`src/eim_pkg.sv`:
```
package eim_pkg;

  ////////////////////////////////////////////////////////////////////////////
  // Register indices and address width
  localparam logic [7:0]  EIM_IDX_VEC0    = 8'h7C;
  localparam logic [7:0]  EIM_IDX_VEC1    = 8'h7D;
  localparam logic [7:0]  EIM_IDX_VEC2    = 8'h7E;
  localparam logic [7:0]  EIM_IDX_VEC3    = 8'h7F;
  localparam logic [7:0]  EIM_IDX_MODE    = 8'h70;
  localparam logic [7:0]  EIM_IDX_STATUS  = 8'h71;
  localparam logic [7:0]  EIM_IDX_MASK    = 8'h72;
  localparam int          EIM_ADDR_W      = 12;

  ////////////////////////////////////////////////////////////////////////////
  // Mode register fields and reset values
  localparam int          EIM_MODE_NMI_BOTH = 0;
  localparam int          EIM_MODE_I0_LEVEL = 1;
  localparam int          EIM_MODE_I0_EN    = 2;
  localparam logic [7:0]  EIM_MODE_RO_ONES  = 8'hF8;
  localparam logic [2:0]  EIM_MODE_RESET    = 3'h0;
  localparam logic [5:0]  EIM_VEC_RESET     = 6'h00;
  localparam int          EIM_VEC_W         = 6;
  localparam int          EIM_NCH           = 4;

  ////////////////////////////////////////////////////////////////////////////
  // Status bit positions
  localparam int          EIM_ST_NMI   = 0;
  localparam int          EIM_ST_IRQ0  = 1;
  localparam int          EIM_ST_IRQ4  = 2;
  localparam int          EIM_ST_IRQ5  = 3;
  localparam int          EIM_ST_IRQ6  = 4;
  localparam int          EIM_ST_IRQ7  = 5;
  localparam int          EIM_ST_CONV  = 6;
  localparam int          EIM_ST_RX    = 7;
  localparam logic [7:0]  EIM_ST_LEVEL = 8'hC0;
  localparam logic [7:0]  EIM_ST_RESET = 8'h00;
  localparam logic [7:0]  EIM_MASK_RESET = 8'h00;

  ////////////////////////////////////////////////////////////////////////////
  // Capture mode that selects a falling edge, bus responses
  localparam logic [1:0]  EIM_CAP_FALL = 2'h2;
  localparam logic [1:0]  EIM_RESP_OK  = 2'h0;
  localparam logic [1:0]  EIM_RESP_ERR = 2'h2;
  localparam int          EIM_NPINS    = 6;

  // External pins, in package order
  typedef struct packed {
    logic nmi;
    logic ext_irq_zero;
    logic ext_irq_four;
    logic ext_irq_five;
    logic ext_irq_six;
    logic ext_irq_seven;
  } eim_pins_t;

  // Result of a vector comparison
  typedef struct packed {
    logic       hit;
    logic [1:0] chan;
  } eim_dma_res_t;

endpackage

```
`src/eim_pin_sync.sv`:
```
module eim_pin_sync import eim_pkg::*; #(
  parameter int WIDTH = EIM_NPINS
) (
  input  wire logic             aclk,
  input  wire logic             aresetn,
  input  wire logic [WIDTH-1:0] pin_in,
  output logic      [WIDTH-1:0] level,
  output logic      [WIDTH-1:0] rise,
  output logic      [WIDTH-1:0] fall
);

  logic [WIDTH-1:0] s1;
  logic [WIDTH-1:0] s2;
  logic [WIDTH-1:0] s3;
  logic [WIDTH-1:0] next_level;
  logic [3:0]       fill;
  logic [3:0]       next_fill;

  ////////////////////////////////////////////////////////////////////////////
  // Filtered level changes once the second and third stages agree;
  // edges wait until the stages hold real pin values, so an idle-high
  // pin gives no false edge after reset
  always_comb begin
    next_level = level;
    next_fill  = {fill[2:0], 1'b1};
    for (int i = 0; i < WIDTH; i++) begin
      if (s2[i] == s3[i]) begin
        next_level[i] = s3[i];
      end
    end
  end

  // Three stage synchroniser and filtered level
  always_ff @(posedge aclk) begin
    if (!aresetn) begin
      s1    <= '0;
      s2    <= '0;
      s3    <= '0;
      level <= '0;
      fill  <= 4'h0;
    end else begin
      s1    <= pin_in;
      s2    <= s1;
      s3    <= s2;
      level <= next_level;
      fill  <= next_fill;
    end
  end

  // Edges from current against previous filtered value
  assign rise = fill[3] ? (next_level & ~level) : '0;
  assign fall = fill[3] ? (~next_level & level) : '0;

endmodule // eim_pin_sync

```
`src/eim_dma_match.sv`:
```
module eim_dma_match import eim_pkg::*; #(
  parameter int NCH = EIM_NCH
) (
  input  wire logic [NCH-1:0][EIM_VEC_W-1:0] start_vec,
  input  wire logic [7:0]                    vector,
  output eim_dma_res_t                       res
);

  ////////////////////////////////////////////////////////////////////////////
  // Scan from the top so the lowest matching channel wins
  always_comb begin
    res = '0;
    for (int c = NCH - 1; c >= 0; c--) begin
      if (start_vec[c] == vector[7:2]) begin
        res.hit  = 1'b1;
        res.chan = 2'(c);
      end
    end
  end

endmodule // eim_dma_match

```
`src/eim_ext_irq.sv`:
```
// Register access over AXI4-Lite was decided locally.
module eim_ext_irq import eim_pkg::*; (
  input  wire logic                  aclk,
  input  wire logic                  aresetn,
  // AXI4-Lite slave
  input  wire logic [EIM_ADDR_W-1:0] s_axi_awaddr,
  input  wire logic                  s_axi_awvalid,
  output logic                       s_axi_awready,
  input  wire logic [31:0]           s_axi_wdata,
  input  wire logic [3:0]            s_axi_wstrb,
  input  wire logic                  s_axi_wvalid,
  output logic                       s_axi_wready,
  output logic [1:0]                 s_axi_bresp,
  output logic                       s_axi_bvalid,
  input  wire logic                  s_axi_bready,
  input  wire logic [EIM_ADDR_W-1:0] s_axi_araddr,
  input  wire logic                  s_axi_arvalid,
  output logic                       s_axi_arready,
  output logic [31:0]                s_axi_rdata,
  output logic [1:0]                 s_axi_rresp,
  output logic                       s_axi_rvalid,
  input  wire logic                  s_axi_rready,
  // External pins
  input  wire eim_pins_t             ext_pins,
  // Timer capture modes, same clock
  input  wire logic [1:0]            timer_a_capture_mode,
  input  wire logic [1:0]            timer_b_capture_mode,
  // Level sources and their clearing reads
  input  wire logic                  converter_done_irq,
  input  wire logic                  conv_value_read,
  input  wire logic                  serial_rx_irq,
  input  wire logic                  rx_buffer_read,
  // Standby and shared pin use
  input  wire logic                  standby,
  output logic                       irq0_shared_pin_is_port,
  output logic                       irq0_standby_wake,
  // CPU vector read
  input  wire logic                  vec_read,
  input  wire logic [7:0]            vec_value,
  output logic                       udma_service,
  output logic                       normal_service,
  output logic [1:0]                 udma_channel,
  // Interrupt line
  output logic                       irq
);

  ////////////////////////////////////////////////////////////////////////////
  // Address decode helpers

  // Register index of an aligned byte address
  function automatic logic [7:0] reg_index(input logic [EIM_ADDR_W-1:0] a);
    reg_index = a[9:2];
  endfunction

  // True when an address lands on a known register
  function automatic logic mapped(input logic [EIM_ADDR_W-1:0] a);
    logic [7:0] i;
    i = reg_index(a);
    mapped = (a[EIM_ADDR_W-1:10] == '0) &&
             ((i == EIM_IDX_MODE) || (i == EIM_IDX_STATUS) ||
              (i == EIM_IDX_MASK) || (i[7:2] == EIM_IDX_VEC0[7:2]));
  endfunction

  ////////////////////////////////////////////////////////////////////////////
  // Declarations

  logic [2:0]                            mode;
  logic [7:0]                            status;
  logic [7:0]                            mask;
  logic [EIM_NCH-1:0][EIM_VEC_W-1:0]     start_vec;
  logic [2:0]                            next_mode;
  logic [7:0]                            next_status;
  logic [7:0]                            next_mask;
  logic [EIM_NCH-1:0][EIM_VEC_W-1:0]     next_start_vec;

  logic                                  aw_held;
  logic                                  w_held;
  logic [EIM_ADDR_W-1:0]                 aw_addr;
  logic [7:0]                            w_byte;
  logic                                  w_lane0;
  logic                                  next_aw_held;
  logic                                  next_w_held;
  logic [EIM_ADDR_W-1:0]                 next_aw_addr;
  logic [7:0]                            next_w_byte;
  logic                                  next_w_lane0;
  logic                                  next_bvalid;
  logic [1:0]                            next_bresp;
  logic                                  next_rvalid;
  logic [1:0]                            next_rresp;
  logic [31:0]                           next_rdata;
  logic                                  wr_do;
  logic [7:0]                            wr_idx;
  logic [7:0]                            rd_idx;

  logic [EIM_NPINS-1:0]                  pin_lvl;
  logic [EIM_NPINS-1:0]                  pin_rise;
  logic [EIM_NPINS-1:0]                  pin_fall;
  eim_pins_t                             lvl;
  eim_pins_t                             rise;
  eim_pins_t                             fall;
  logic [7:0]                            set_ev;
  logic [7:0]                            clr_ev;

  eim_dma_res_t                          match;
  logic                                  next_udma_service;
  logic                                  next_normal_service;
  logic [1:0]                            next_udma_channel;

  ////////////////////////////////////////////////////////////////////////////
  // Pin synchronisers and edge detection

  eim_pin_sync #(
    .WIDTH (EIM_NPINS)
  ) u_sync (
    .aclk    (aclk),
    .aresetn (aresetn),
    .pin_in  (ext_pins),
    .level   (pin_lvl),
    .rise    (pin_rise),
    .fall    (pin_fall)
  );

  // View the vectors as pin structs
  assign lvl  = eim_pins_t'(pin_lvl);
  assign rise = eim_pins_t'(pin_rise);
  assign fall = eim_pins_t'(pin_fall);

  ////////////////////////////////////////////////////////////////////////////
  // Event sources per status bit
  always_comb begin
    set_ev = '0;
    // Falling edge, plus rising edge when both edges selected
    set_ev[EIM_ST_NMI]  = fall.nmi |
                          (mode[EIM_MODE_NMI_BOTH] & rise.nmi);
    // Level or rising edge, only when the input is enabled
    if (mode[EIM_MODE_I0_EN]) begin
      set_ev[EIM_ST_IRQ0] = mode[EIM_MODE_I0_LEVEL] ?
                            lvl.ext_irq_zero : rise.ext_irq_zero;
    end
    set_ev[EIM_ST_IRQ4] = (timer_a_capture_mode == EIM_CAP_FALL) ?
                          fall.ext_irq_four : rise.ext_irq_four;
    set_ev[EIM_ST_IRQ6] = (timer_b_capture_mode == EIM_CAP_FALL) ?
                          fall.ext_irq_six : rise.ext_irq_six;
    set_ev[EIM_ST_IRQ5] = rise.ext_irq_five;
    set_ev[EIM_ST_IRQ7] = rise.ext_irq_seven;
    set_ev[EIM_ST_CONV] = converter_done_irq;
    set_ev[EIM_ST_RX]   = serial_rx_irq;
  end

  // Shared pin stays a port pin unless the input is enabled
  assign irq0_shared_pin_is_port = ~mode[EIM_MODE_I0_EN];
  assign irq0_standby_wake = standby & mode[EIM_MODE_I0_EN] &
                             lvl.ext_irq_zero;

  ////////////////////////////////////////////////////////////////////////////
  // AXI write channel: address and data taken in either order
  assign s_axi_awready = ~aw_held & ~s_axi_bvalid;
  assign s_axi_wready  = ~w_held & ~s_axi_bvalid;
  assign wr_do         = aw_held & w_held & ~s_axi_bvalid;
  assign wr_idx        = reg_index(aw_addr);

  always_comb begin
    next_aw_held = aw_held;
    next_w_held  = w_held;
    next_aw_addr = aw_addr;
    next_w_byte  = w_byte;
    next_w_lane0 = w_lane0;
    next_bvalid  = s_axi_bvalid;
    next_bresp   = s_axi_bresp;
    if (s_axi_awvalid && s_axi_awready) begin
      next_aw_held = 1'b1;
      next_aw_addr = s_axi_awaddr;
    end
    if (s_axi_wvalid && s_axi_wready) begin
      next_w_held  = 1'b1;
      next_w_byte  = s_axi_wdata[7:0];
      next_w_lane0 = s_axi_wstrb[0];
    end
    if (wr_do) begin
      next_aw_held = 1'b0;
      next_w_held  = 1'b0;
      next_bvalid  = 1'b1;
      next_bresp   = mapped(aw_addr) ? EIM_RESP_OK : EIM_RESP_ERR;
    end else if (s_axi_bvalid && s_axi_bready) begin
      next_bvalid  = 1'b0;
    end
  end

  always_ff @(posedge aclk) begin
    if (!aresetn) begin
      aw_held      <= 1'b0;
      w_held       <= 1'b0;
      aw_addr      <= '0;
      w_byte       <= 8'h00;
      w_lane0      <= 1'b0;
      s_axi_bvalid <= 1'b0;
      s_axi_bresp  <= EIM_RESP_OK;
    end else begin
      aw_held      <= next_aw_held;
      w_held       <= next_w_held;
      aw_addr      <= next_aw_addr;
      w_byte       <= next_w_byte;
      w_lane0      <= next_w_lane0;
      s_axi_bvalid <= next_bvalid;
      s_axi_bresp  <= next_bresp;
    end
  end

  ////////////////////////////////////////////////////////////////////////////
  // Register file; only byte lane 0 holds data
  always_comb begin
    next_mode      = mode;
    next_mask      = mask;
    next_start_vec = start_vec;
    clr_ev         = '0;
    if (wr_do && w_lane0) begin
      if (wr_idx == EIM_IDX_MODE) begin
        next_mode = w_byte[2:0];
      end else if (wr_idx == EIM_IDX_MASK) begin
        next_mask = w_byte;
      end else if (wr_idx == EIM_IDX_STATUS) begin
        // Level sources are left alone by a software clear
        clr_ev = w_byte & ~EIM_ST_LEVEL;
      end else if (wr_idx[7:2] == EIM_IDX_VEC0[7:2]) begin
        next_start_vec[wr_idx[1:0]] = w_byte[EIM_VEC_W-1:0];
      end
    end
    // Level flags clear only on the data read of their source
    clr_ev[EIM_ST_CONV] = conv_value_read;
    clr_ev[EIM_ST_RX]   = rx_buffer_read;
    // Clear may coincide with a new event; a new set still wins
    next_status = (status & ~clr_ev) | set_ev;
  end

  always_ff @(posedge aclk) begin
    if (!aresetn) begin
      mode      <= EIM_MODE_RESET;
      status    <= EIM_ST_RESET;
      mask      <= EIM_MASK_RESET;
      start_vec <= {EIM_NCH{EIM_VEC_RESET}};
    end else begin
      mode      <= next_mode;
      status    <= next_status;
      mask      <= next_mask;
      start_vec <= next_start_vec;
    end
  end

  // Interrupt line high while an unmasked flag is set
  assign irq = |(status & mask);

  ////////////////////////////////////////////////////////////////////////////
  // AXI read channel
  assign s_axi_arready = ~s_axi_rvalid;
  assign rd_idx        = reg_index(s_axi_araddr);

  always_comb begin
    next_rvalid = s_axi_rvalid;
    next_rresp  = s_axi_rresp;
    next_rdata  = s_axi_rdata;
    if (s_axi_arvalid && s_axi_arready) begin
      next_rvalid = 1'b1;
      next_rresp  = mapped(s_axi_araddr) ? EIM_RESP_OK : EIM_RESP_ERR;
      next_rdata  = 32'h0000_0000;
      if (!mapped(s_axi_araddr)) begin
        next_rdata = 32'h0000_0000;
      end else if (rd_idx == EIM_IDX_MODE) begin
        next_rdata[7:0] = EIM_MODE_RO_ONES | {5'h00, mode};
      end else if (rd_idx == EIM_IDX_STATUS) begin
        next_rdata[7:0] = status;
      end else if (rd_idx == EIM_IDX_MASK) begin
        next_rdata[7:0] = mask;
      end
    end else if (s_axi_rvalid && s_axi_rready) begin
      next_rvalid = 1'b0;
    end
  end

  always_ff @(posedge aclk) begin
    if (!aresetn) begin
      s_axi_rvalid <= 1'b0;
      s_axi_rresp  <= EIM_RESP_OK;
      s_axi_rdata  <= 32'h0000_0000;
    end else begin
      s_axi_rvalid <= next_rvalid;
      s_axi_rresp  <= next_rresp;
      s_axi_rdata  <= next_rdata;
    end
  end

  ////////////////////////////////////////////////////////////////////////////
  // Vector comparison against the start vectors

  eim_dma_match #(
    .NCH (EIM_NCH)
  ) u_match (
    .start_vec (start_vec),
    .vector    (vec_value),
    .res       (match)
  );

  // Service decision registered one cycle after the vector read
  always_comb begin
    next_udma_service   = 1'b0;
    next_normal_service = 1'b0;
    next_udma_channel   = udma_channel;
    if (vec_read) begin
      next_udma_service   = match.hit;
      next_normal_service = ~match.hit;
      if (match.hit) begin
        next_udma_channel = match.chan;
      end
    end
  end

  always_ff @(posedge aclk) begin
    if (!aresetn) begin
      udma_service   <= 1'b0;
      normal_service <= 1'b0;
      udma_channel   <= 2'h0;
    end else begin
      udma_service   <= next_udma_service;
      normal_service <= next_normal_service;
      udma_channel   <= next_udma_channel;
    end
  end

endmodule // eim_ext_irq

```
`config.mk`:
```
export PLATFORM = sky130hd
export DESIGN_NAME = eim_ext_irq
export DESIGN_NICKNAME = d
export VERILOG_FILES = /design/src/eim_pkg.sv /design/src/eim_pin_sync.sv /design/src/eim_dma_match.sv /design/src/eim_ext_irq.sv
export SDC_FILE = /design/constraint.sdc
export NUM_CORES = 1
export LEC_CHECK = 0
export BUFFER_PORTS_ARGS = -buffer_cell sky130_fd_sc_hd__buf_2
export CAP_MARGIN = 20
export CORE_UTILIZATION = 36
export CTS_CLUSTER_DIAMETER = 60
export DETAILED_ROUTE_END_ITERATION = 10
export PLACE_DENSITY = 0.67
export SLEW_MARGIN = 20
export SYNTH_ARGS = -nofsm -noshare
export SYNTH_HDL_FRONTEND = slang
export SYNTH_SLANG_ARGS = --single-unit
```
`constraint.sdc`:
```
create_clock -name aclk -period 4.4 [get_ports aclk]
set_input_delay 0.44 -clock aclk [delete_from_list [all_inputs] [get_ports aclk]]
set_output_delay 0.44 -clock aclk [all_outputs]
set_load 0.005 [all_outputs]
```
[Word level (Yosys, flattened, before mapping)]
Cells that the tools add are included.
W data, S select, Z words.
Cells by class
  magnitude comparators: 2
  equality and inequality tests: 20
  bitwise operators: 26
  reductions and logical operators: 26
  mux-type cells: 34
Operators with widths (number)
  $eq A8 B7 Y1 const B: 6
  $mux W6: 7
  $mux W8: 4
  $bwmux W24: 1
  $eq A6 B6 Y1: 4
  $and A8 B8 Y8: 2
  $mux W1: 15
  $and A6 B6 Y6: 2
  $demux W6 S2: 1
  $eq A6 B5 Y1 const B: 2
  $mux W3: 4
  $not A6 Y6: 2
  $not A1 Y1: 10
  $logic_and A1 B1 Y1: 9
  $not A8 Y8: 1
  $or A8 B8 Y8: 1
  $reduce_or A8 Y1: 1
  $and A1 B1 Y1: 7
  $eq A1 B1 Y1: 6
  $logic_or A1 B1 Y1: 6
  $reduce_and A2 Y1: 3
  $reduce_and A5 Y1: 1
  $eq A2 B2 Y1 const B: 2
  $logic_not A2 Y1: 2
  other kinds (7): 9
Word-level totals
  register bits after elaboration: 112
  output and inout port bits: 48
  input port bits: 91
  word-level logic and storage cells: 134

[Logic depth before layout (Yosys ltp)]
  word-level depth: 8
  depth in mapped cells: 6
  depth with buffers taken out: 5

[Modules after synthesis]
Synthesis repeated with hierarchy kept, for this count alone.
Unflattened totals
  cell total of the unflattened synthesis: 512
  area, all modules: 4708.3 um2
Modules (own cells, without submodules)
  eim_ext_irq: area an instance 3452.1 um2, instances 1, sequential area each 1601.5 um2, cells each 388
  eim_pin_sync: area an instance 929.6 um2, instances 1, sequential area each 560.5 um2, cells each 87
  eim_dma_match: area an instance 326.6 um2, instances 1, sequential area each 0.0 um2, cells each 37

[Worst setup path before layout]
No wires, ideal clock.
  path kind: input -> register
  start point: in s_axi_araddr[3]
  end point: reg s_axi_rdata[3]
  setup time: 65 ps
  required time: 4335 ps
  stages: 6
  arrival: 1482 ps
  slack: 2853 ps
  buffers on the path: 1
  path through: buf_2 -> a211oi_2 -> o2111ai_1 -> nor4_4 -> a32oi_1 -> nor2_1
On the way
  longest elaborated chain between the ends: 6
  elaborated cells on any way between the ends: 11
  those cells by class: 3 x eq/ne; 4 x mux; 4 x reduce/logical
RTL lines
  start: declaration: RTL line eim_ext_irq.sv:16  | input wire logic [EIM_ADDR_W-1:0] s_axi_araddr,
  parallel branches: the longest is 5 deep, another holds $eq A8 B7 Y1
  $mux W8 *: RTL line eim_ext_irq.sv:265  | if (!mapped(s_axi_araddr)) begin
  end signal: assignment: RTL line eim_ext_irq.sv:287  | s_axi_rdata <= next_rdata;
  end: declaration: RTL line eim_ext_irq.sv:19  | output logic [31:0] s_axi_rdata,
Every way passes the cells marked *.
A chain may end at the register's enable or synchronous reset.

[Final worst setup path]
  start point: reg s_axi_bvalid
  end point: reg start_vec[4] (netlist name)
On the way
  longest elaborated chain between the ends: 4
RTL lines
  start: declaration: RTL line eim_ext_irq.sv:14  | output logic s_axi_bvalid,
  start signal: assignment: RTL line eim_ext_irq.sv:204  | s_axi_bvalid <= next_bvalid;
  $not A1 Y1: RTL line eim_ext_irq.sv:159  | assign wr_do = aw_held & w_held & ~s_axi_bvalid;
  $and A1 B1 Y1: RTL line eim_ext_irq.sv:159
  $logic_and A1 B1 Y1: RTL line eim_ext_irq.sv:216  | if (wr_do && w_lane0) begin
  $reduce_and A5 Y1 (no line)
  end signal: assignment: RTL line eim_ext_irq.sv:240  | start_vec <= {EIM_NCH{EIM_VEC_RESET}};
  end signal: assignment: RTL line eim_ext_irq.sv:245  | start_vec <= next_start_vec;
  end: declaration: RTL line eim_ext_irq.sv:70  | logic [EIM_NCH-1:0][EIM_VEC_W-1:0] start_vec;
No other way between the ends.

==> qor.yml <==
grt:
  grt_use_met1: 0.2138
  grt-busiest-layer: "met2"
  met3_usage: 0.03759
  grt_pass1_wl_um: 16670
  antenna_found_initial: 0
  grt_pass1_vias: 3457
  grt-ovfl-total: 0
  track_usage: 0.1643
  use_met2: 0.2711
  grt_max_degree: 45
place:
  hpwlAfterDp_um: 7206
  dp.cells: 750
  gp_congestion: 0.7796
  portBuffers: 79
  pre_cts_slack_ps: 2276
logic_synthesis:
  synth_most_common_cell: "dfxtp_1"
  synth_edf_count: 0
  yosysWarnings: 0
  synth-seq-cells: 108
  synthCells: 527
  synth.area.top_cells: "dfxtp_1 (48%), nand2_1 (7.1%), a21oi_1 (6.2%)"
  syn_area_per_cell_um2: 8.580
  synth_cell_types: 46
  async_flop_share: 0
  synth_flop_cell: "dfxtp_1"
  ys_seq_area_frac: 0.4781
  yosysTopAreaCellShare: 0.4781
  synth_top_cell_by_area: "dfxtp_1"
  syn_area_um2: 4522
  synth.top_cells.by_count: "dfxtp_1 (108), nand2_1 (85), a21oi_1 (56)"
sta:
  setup_slack_ps: 2311
  finalSetupViolCount: 0
  drv_slew: 0
  max_slew_margin: 0.5099
  worstMarginPinSlew_ps: 734.0
  rsz0062_at_grt: "false"
  hold_viol_final: 0
  period_share: 0.4747
  finalClockSkew_ps: 6.635
  fin_crit_ps: 2089
  fmaxAchievable_ghz: 0.4787
  finalSetupTns_ps: 0
setup_path:
  cp-start-kind: "flop"
  cp-end-kind: "flop"
  cp.required_ps: 4610
  path_max_fanout: 22
  critPathKind: "reg2reg"
  cp.arrival_ps: 2300
floorplan:
  core_region_area_um2: 12110
  die_width_um: 114.1
  io_pins: 139
  start_util: 0.3733
  die_y_um: 114.1
  rows: 40
  dieArea_um2: 13010
route:
  drt-initial-drc-count: 189
  wirelength_um: 10060
  viasPerCell: 4.779
  wl_per_cell_um: 13.14
  remaining_drc_errors: 0
  drt_first_pass_iters: 4
  ant_nets: 0
  num_vias: 3661
finish:
  final_cells: 766
  regArea_um2: 2162
  fin_nets: 684
  layout-drive-gt1-share: 0.1756
  num_antenna_cells: 0
  nFillCells: 1222
  syn2layout_area_growth_pct: 16.08
  multi_input_area_um2: 2115
power:
  power_leakage_nw: 2.154
  power.switching_w: 0.0004917
  total_power_w: 0.002006
  p_seq_frac: 0.514
  p_int_w: 0.001515
  power_frac_comb: 0.068
  powerDensity_nw_per_um2: 382.3
  peakVddDrop_v: 0.0001975
  swShare: 0.2451
  p_clk_frac: 0.418
cts:
  hold_buffers: 0
  cts_tree: "yes"
  root_buffer: "clkbuf_16"
  htree_levels: 3
  cts_sinks: 108
  numCtsBuffers: 9
  postCtsResizedCells: 0
  cts.reportedPaths.clkPinSlew_ps: 80
  worstSkewPairLatency_ps: 350
  post_cts_buffers: 0
  cts_buffer_depth: 2
outcome:
  status: "finished, final reports clean"
job:
  max_cap_viol_count: 0
min_path:
  hold_path.class: "in2reg"
==> path summary, 6_finish.rpt <==
path,cells after the start,end,slack [ps],startpoint
setup reg to reg,5,start_vec[4],2310,s_axi_bvalid
hold reg to reg,1,u_sync.s2[4],430,u_sync.s1[4]
hold / removal,2,s_axi_rvalid,280,s_axi_rready
setup / recovery,5,start_vec[4],2310,s_axi_bvalid
==> logic make-up (layout without fill, tap and decap cells) <==
group,count (synthesis),after routing,share of synthesized area
XOR/XNOR,24,24,0.04649
other,1,26,0.0008293
multiplexers,12,12,0.02656
flip-flops,108,108,0.4781
buffers and inverters,61,107,0.07499
AND/OR/NAND/NOR,192,192,0.2050
AO/OA/AOI/OAI,129,129,0.1680
==> worst max-delay path, cell delays in order, from the launching register on <==
cell and delay, ps:
dfxtp_1 360, and3b_2 300, nand4_2 390, or3_1 630, mux2i_1 200, nor2_1 60
==> area by class of cell <==
| cell class | instances | area share |
|---|---|---|
| inverter | 11 | 0.007867 |
| tap | 168 | 0.04005 |
| multi-input combinational | 383 | 0.4029 |
| sequential | 108 | 0.4119 |
| timing repair buffer | 80 | 0.07676 |
| clock inverter | 7 | 0.01764 |
| clock buffer | 9 | 0.04291 |
==> stage by stage <==
step	hold slack (ps)	util	cell area (µm²)
2_1_floorplan	411.9	-	4616
3_3_place_gp	414.3	0.4071	4931
3_5_place_dp	418.4	0.4071	4931
4_1_cts	269.6	0.4334	5249
5_1_grt	281.1	0.4334	5249
6_report	277.5	0.4334	5249
==> registers in the layout, indices dropped and copies added, names as in the netlist, 2 cells and up <==
signal        count
u_sync.s2         6
start_vec        24
u_sync.s1         6
u_sync.level      6
u_sync.fill       4
s_axi_rdata       8
mode              3
u_sync.s3         6
status            8
udma_channel      2
w_byte            8
aw_addr          10
mask              8
==> metal layers <==
layer / part of all wire / vias up
li1: - / 1865
met1: 0.47 / 1652
met2: 0.45 / 129
met3: 0.061 / 15
met4: 0.013 / 0
met5: 0 / -
==> layout by cell type (no fill, tap or decap), drive strengths merged, types with 4 or more instances in the layout <==
cell type / netlist / layout
dfxtp: 108 / 108
nand2: 85 / 85
buf: 34 / 80
a21oi: 56 / 56
o21ai: 41 / 41
nor2: 39 / 39
and2: 28 / 28
conb: 1 / 26
xor2: 16 / 16
inv: 11 / 14
mux2i: 12 / 12
nand2b: 9 / 9
clkbuf: 16 / 9
xnor2: 8 / 8
a22oi: 7 / 7
nor3: 6 / 6
a32oi: 5 / 5
nand4: 5 / 5
nor4: 4 / 4
==> power groups by stage <==
stage	sequential (W)	clock (W)	combinational, W
floorplan	0.00104	0	0.000103
global placement	0.00105	0	0.000133
detailed placement	0.00105	0	0.000137
CTS	0.00103	0.000857	0.000138
global route	0.00103	0.000905	0.000156
finish	0.00103	0.000839	0.000137
Power figures use the tool's default switching activity.
